==> src/common/cfg_defs.svh <==
`ifndef CFG_DEFS_SVH
`define CFG_DEFS_SVH

// outputs gated by default (four-output variant)
`define CFG_NUM_OUT          4
// input clock ceiling in MHz
`define CFG_FIN_MAX_MHZ      250
// input cycles held off after power-up
`define CFG_POWERUP_CYCLES   4
// enable latency in half cycles after the falling-edge sample (3.5 cycles)
`define CFG_EN_HALF_CYCLES   7
// disable latency in half cycles after the falling-edge sample (4.5 cycles)
`define CFG_DIS_HALF_CYCLES  9
// nominal weak pull-down in kilo-ohm
`define CFG_PULLDOWN_KOHM    100

`endif

==> src/common/cfg_pkg.sv <==
package cfg_pkg;
    // per-output gate state
    typedef enum logic [1:0] {
        CFG_OFF  = 2'b00,
        CFG_WAKE = 2'b01,
        CFG_ON   = 2'b10,
        CFG_STOP = 2'b11
    } cfg_gate_t;
endpackage : cfg_pkg

==> src/logic/cfg_fanout_gate.sv <==
`include "cfg_defs.svh"

module cfg_fanout_gate
    import cfg_pkg::*;
#(
    parameter int NUM_OUT = `CFG_NUM_OUT
) (
    input  wire logic               mclk_i,        // reference input clock
    input  wire logic               rstn_i,        // synchronous, active low
    input  wire logic [NUM_OUT-1:0] out_gate_n_i,  // per-output enables, low = on
    input  wire logic [NUM_OUT-1:0] pin_open_i,    // enable pin left floating
    output logic      [NUM_OUT-1:0] fan_out_pos_o, // gated clock, true leg
    output logic      [NUM_OUT-1:0] fan_out_neg_o, // gated clock, complement leg
    output logic      [NUM_OUT-1:0] gate_on_o      // gate state per output
);

    ////////////////////////////////////////////////////////////////////////
    // elaboration checks
    initial begin
        if (NUM_OUT != 2 && NUM_OUT != 4) begin
            $error("cfg_fanout_gate: NUM_OUT must be 2 or 4");
        end
        // latencies must cover the fixed pipeline and end on a rising edge
        if (`CFG_EN_HALF_CYCLES < 5 || (`CFG_EN_HALF_CYCLES % 2) != 1) begin
            $error("cfg_fanout_gate: enable latency must be odd and at least 5");
        end
        if (`CFG_DIS_HALF_CYCLES < 5 || (`CFG_DIS_HALF_CYCLES % 2) != 1) begin
            $error("cfg_fanout_gate: disable latency must be odd and at least 5");
        end
        if (`CFG_DIS_HALF_CYCLES > 35 || `CFG_EN_HALF_CYCLES > 35) begin
            $error("cfg_fanout_gate: latency too long for the 4-bit countdown");
        end
    end

    localparam int PU_W = $clog2(`CFG_POWERUP_CYCLES + 1);

    ////////////////////////////////////////////////////////////////////////
    // latency walk for one output, F = falling edge, R = rising edge
    //
    // enable (pin goes low), counted from the usable sample at F1:
    //   F0  first stage takes the new pin level
    //   F1  second stage holds it: this is the sample the gate trusts
    //   F2  state leaves idle and loads the countdown
    //   F3  countdown reaches zero
    //   F4  gate bit set while the clock is low
    //   R   first full high pulse, 3.5 cycles after F1
    //
    // disable (pin goes high), counted from F1 as well:
    //   F2  state leaves running and loads the longer countdown
    //   F5  gate bit cleared while the clock is low
    //   R   the rising edge 4.5 cycles after F1 no longer appears
    //
    // five half cycles are eaten by the second stage, the state entry and
    // the gate step; the countdown covers the rest in whole cycles, so
    // both latencies must be odd numbers of half cycles
    //
    // hazards worth knowing:
    //   - every step needs a falling edge; a stopped input freezes a
    //     pending change, which is why the source must keep toggling
    //   - a running output with a stopped input rests low on the true leg
    //     and high on the complement, and resumes with a full pulse
    //   - a pin that flips back before the countdown ends aborts the
    //     change, so short glitches on the pin never reach the output

    // countdown start value for a latency given in half cycles
    function automatic logic [3:0] lat_load(input int half_cycles);
        int whole;
        whole = (half_cycles - 5) / 2;
        return 4'(whole);
    endfunction : lat_load

    localparam logic [3:0] EN_LOAD  = lat_load(`CFG_EN_HALF_CYCLES);  // enable countdown
    localparam logic [3:0] DIS_LOAD = lat_load(`CFG_DIS_HALF_CYCLES); // disable countdown

    ////////////////////////////////////////////////////////////////////////
    // power-up mask: count input cycles before any output may run
    logic [PU_W-1:0] pu_cnt_reg;   // rising edges seen since reset
    logic            pu_done;      // mask released

    assign pu_done = (pu_cnt_reg == PU_W'(`CFG_POWERUP_CYCLES));

    // count saturates at the mask length
    always_ff @(posedge mclk_i) begin
        if (!rstn_i) begin
            pu_cnt_reg <= '0;
        end else if (!pu_done) begin
            pu_cnt_reg <= pu_cnt_reg + PU_W'(1);
        end
    end

    ////////////////////////////////////////////////////////////////////////
    // per-output logic
    genvar g;
    generate
        for (g = 0; g < NUM_OUT; g++) begin : g_out
            logic       pin_lvl;      // enable level seen at the pad
            logic       sync1_reg;    // first sync stage, falling edge
            logic       sync2_reg;    // second sync stage, falling edge
            logic [3:0] cnt_reg;      // whole-cycle latency countdown
            logic [3:0] cnt_next;
            cfg_gate_t  st_reg;       // gate state
            cfg_gate_t  st_next;
            logic       on_neg_reg;   // gate bit, changed on falling edge

            // floating pin reads low through the weak pull-down
            assign pin_lvl = pin_open_i[g] ? 1'b0 : out_gate_n_i[g];

            // sample on the falling edge, two stages against metastability
            always_ff @(negedge mclk_i) begin
                if (!rstn_i) begin
                    sync1_reg <= 1'b1;
                    sync2_reg <= 1'b1;
                end else begin
                    sync1_reg <= pin_lvl;
                    sync2_reg <= sync1_reg;
                end
            end

            // next state: count whole cycles from the sampled change
            always_comb begin
                st_next  = st_reg;
                cnt_next = cnt_reg;
                unique case (st_reg)
                    CFG_OFF: begin
                        // start only once the power-up mask is released
                        if (!sync2_reg && pu_done) begin
                            st_next  = CFG_WAKE;
                            cnt_next = EN_LOAD;
                        end
                    end
                    CFG_WAKE: begin
                        if (sync2_reg) begin
                            st_next = CFG_OFF;     // aborted before start
                        end else if (cnt_reg == 4'h0) begin
                            st_next = CFG_ON;
                        end else begin
                            cnt_next = cnt_reg - 4'h1;
                        end
                    end
                    CFG_ON: begin
                        // pin high: begin the longer stop countdown
                        if (sync2_reg) begin
                            st_next  = CFG_STOP;
                            cnt_next = DIS_LOAD;
                        end
                    end
                    CFG_STOP: begin
                        if (!sync2_reg) begin
                            st_next = CFG_ON;      // aborted before stop
                        end else if (cnt_reg == 4'h0) begin
                            st_next = CFG_OFF;
                        end else begin
                            cnt_next = cnt_reg - 4'h1;
                        end
                    end
                endcase
            end

            // state and countdown step once per falling edge, i.e. once
            // per whole input cycle; the half cycle comes from the gate
            // being set on a falling edge and used on the next rising one
            always_ff @(negedge mclk_i) begin
                if (!rstn_i) begin
                    st_reg  <= CFG_OFF;
                    cnt_reg <= 4'h0;
                end else begin
                    st_reg  <= st_next;
                    cnt_reg <= cnt_next;
                end
            end

            // gate bit only moves on the falling edge, while clock is low
            always_ff @(negedge mclk_i) begin
                if (!rstn_i) begin
                    on_neg_reg <= 1'b0;
                end else begin
                    on_neg_reg <= (st_next == CFG_ON) || (st_next == CFG_STOP);
                end
            end

            // and-gate keeps whole pulses; stopped clock just holds level
            assign fan_out_pos_o[g] = mclk_i & on_neg_reg;
            assign fan_out_neg_o[g] = ~(mclk_i & on_neg_reg);
            assign gate_on_o[g]     = on_neg_reg;
        end
    endgenerate

endmodule : cfg_fanout_gate

==> config.mk <==
export PLATFORM = sky130hd
export DESIGN_NAME = cfg_fanout_gate
export DESIGN_NICKNAME = d
export VERILOG_FILES = /design/src/common/cfg_pkg.sv /design/src/logic/cfg_fanout_gate.sv
export VERILOG_INCLUDE_DIRS = /design/src /design/src/common
export SDC_FILE = /design/constraint.sdc
export NUM_CORES = 1
export LEC_CHECK = 0
export BUFFER_PORTS_ARGS = -buffer_cell sky130_fd_sc_hd__clkbuf_2
export CORE_UTILIZATION = 40
export DETAILED_ROUTE_END_ITERATION = 16
export PLACE_DENSITY = 0.62
export SETUP_SLACK_MARGIN = 0.05
export SLEW_MARGIN = 20
export SYNTH_ARGS = -nofsm -noshare
export SYNTH_HDL_FRONTEND = slang
export SYNTH_SLANG_ARGS = --single-unit
export TNS_END_PERCENT = 1
==> constraint.sdc <==
create_clock -name mclk_i -period 2.4 [get_ports mclk_i]
set_input_delay 0.48 -clock mclk_i [delete_from_list [all_inputs] [get_ports mclk_i]]
set_output_delay 0.48 -clock mclk_i [all_outputs]
set_load 0.05 [all_outputs]
==> out/results.txt <==
initial antenna violation count: 0
top cell type's share of synthesized area: 0.419
Final Worst Setup Slack: -408 ps
failing checks: negative setup slack
post-detail-place hpwl: 2.30 mm
GP Congestion: 0.751
Min Hold Slack: 399 ps
critical path launch point type: register
WL/cell: 11.0 um
core area: 0.00406 mm2
Final nets: 286
Syn. warnings: 0
initial core utilization: 0.424
most area-consuming cells after synthesis: dfxtp_1, ha_1, inv_1
# fillers: 384
# rows: 23
Leakage: 1.13 nW
# Post-CTS Setup Buffers: 0
Max-Cap Viols: 0
path category of the worst min-delay check: register to register
Distinct cells, synth: 37
max reg flops: 16
Most used DFF post-synth: dfxtp_1
hold path depth: 1
Tot Pwr: 1.67 mW
largest area contributor in the netlist: dfxtp_1
hold_sp: g_out[0].sync1_reg
# DRC: 0
worst-case reg-to-reg path depth: 6
pre-CTS setup slack: -334 ps
Net Count, Synth: 217
IO Pins: 22
Detailed Route WL: 3.52 mm
Rel. slew slack: 0.577
worst-margin pin slew: 633 ps
Critical Path Start: g_out[2].st_reg[1]
Peak VDD IR: 0.390 mV
Clk Latency, worst-skew pair: 470 ps
via/cell ratio: 4.87
Mapped Cells: 198
run status: complete, but fails checks
Area after DPL: 0.00198 mm2
asr flop ratio synth: 0
Clock Skew: 76.2 ps
synthesized area: 0.00172 mm2
Final ANT Viol Nets: 0
WHS Endpoint: g_out[0].sync2_reg
vias in the first global route: 1479
overall routing resource usage: 0.181
global-route wire length before repair: 5.82 mm
crit end category: output port
FF-to-FF End: g_out[2].cnt_reg[3]
Worst Path Class, Setup: register to output port
Final Max Slew Viols: 0
DR vias: 1554
largest net degree at the start of global routing: 12
synthesis-stage register bit count: 36
unrepaired setup endpoints after global routing: yes
Final Setup Violations: 34
CTS tree: done
ANT cells: 0
crit-path max FO: 3
die area: 0.00456 mm2
DR pass1 iterations: 4
most frequent cell after synthesis: dfxtp_1
synthesized area per cell: 8.68 um2
Seq/Total Area, Yosys: 0.419
number of flops mapped to enable cells by yosys: 0
most common library cells after synthesis: dfxtp_1, inv_1, nand2_1, nor2_1, o21ai_0
Fin. Hold Viols: 0
worst path arrival time: 2330 ps
R2R Setup Slk: -270 ps
Worst-path clk slew: 40 ps
Die Ht: 67.6 um
IO Port Bufs: 21
Req. time, crit path: 1920 ps
design area: 0.00240 mm2
overflow left after global routing: 0
Pwr Density: 695 mW/mm2
die width: 67.6 um
drt initial violations: 74
Layout Area Growth over Synthesis: 39.7%
share of cells above drive strength 1: 0.271
worst r2r src: pu_cnt_reg[0]
-- worst max-delay path, cell delays in order, from the launching register on --
cell and delay (ps):
dfxtp_4 350, nand2_4 80, clkinvlp_4 90, buf_8 150
-- how the worst max path moves through the flow --
stage,endpoint,slack [ps],cells past startpoint
floorplan,g_out[3].cnt_reg[0],-320,7
global placement,g_out[2].cnt_reg[3],-280,6
detailed placement,g_out[2].cnt_reg[3],-330,6
CTS,fan_out_pos_o[2],-430,3
global route,fan_out_pos_o[2],-460,3
finish,fan_out_pos_o[2],-410,3
-- metrics by stage --
stage	TNS [ps]	cells	util
after floorplan	-4500	198	-
after global placement	-3970	274	0.488
after detailed placement	-4440	274	0.488
after CTS	-7210	319	0.581
after global routing	-8570	319	0.592
final	-6880	319	0.592
-- layout by cell type (no fill, tap or decap), types with 5 or more instances in the layout --
cell      count
nand2_1      11
a211oi_1      8
dfxtp_1      30
nor2_1       14
o21ai_0      15
clkbuf_2      9
buf_4        13
a21oi_1      12
mux2i_1       6
nand2b_1      5
ha_1          8
or3_1         9
clkbuf_8     13
buf_8         5
inv_1        53
-- power by group --
part | switching [mW] | total [mW] | internal, mW
registers | 0.0143 | 0.636 | 0.622
clock network | 0.466 | 0.921 | 0.455
logic | 0.0572 | 0.112 | 0.0548
-- layer usage --
layer	track usage	routed length [um]
met1	0.185	1490
met2	0.251	1670
met3	0.106	214
met4	0.178	143
met5	0	0
-- repair_timing --
action,4_1_cts,5_1_grt
cloned,0,0
pin swaps,7,1
hold buffers,0,0
setup endpoints to repair,35,35
resized for setup,29,15
-- layout make-up --
cell class,count,area (um2),area share
clock inverter,39,161,0.0672
timing repair buffer,26,189,0.0787
sequential,36,733,0.305
clock buffer,19,249,0.104
multi-input combinational,128,927,0.386
inverter,21,78.8,0.0328
tap,50,62.6,0.0261
-- cells by family after synthesis --
family	count (synthesis)	synth area share
adders and majority gates	9	0.0655
AOI/OAI and AO/OA	47	0.182
buffers and inverters	34	0.0859
DFF	36	0.419
xor gates and xnor gates	5	0.0255
muxes	6	0.0349
and+or+nand+nor	61	0.187
Power figures use the tool's default switching activity.
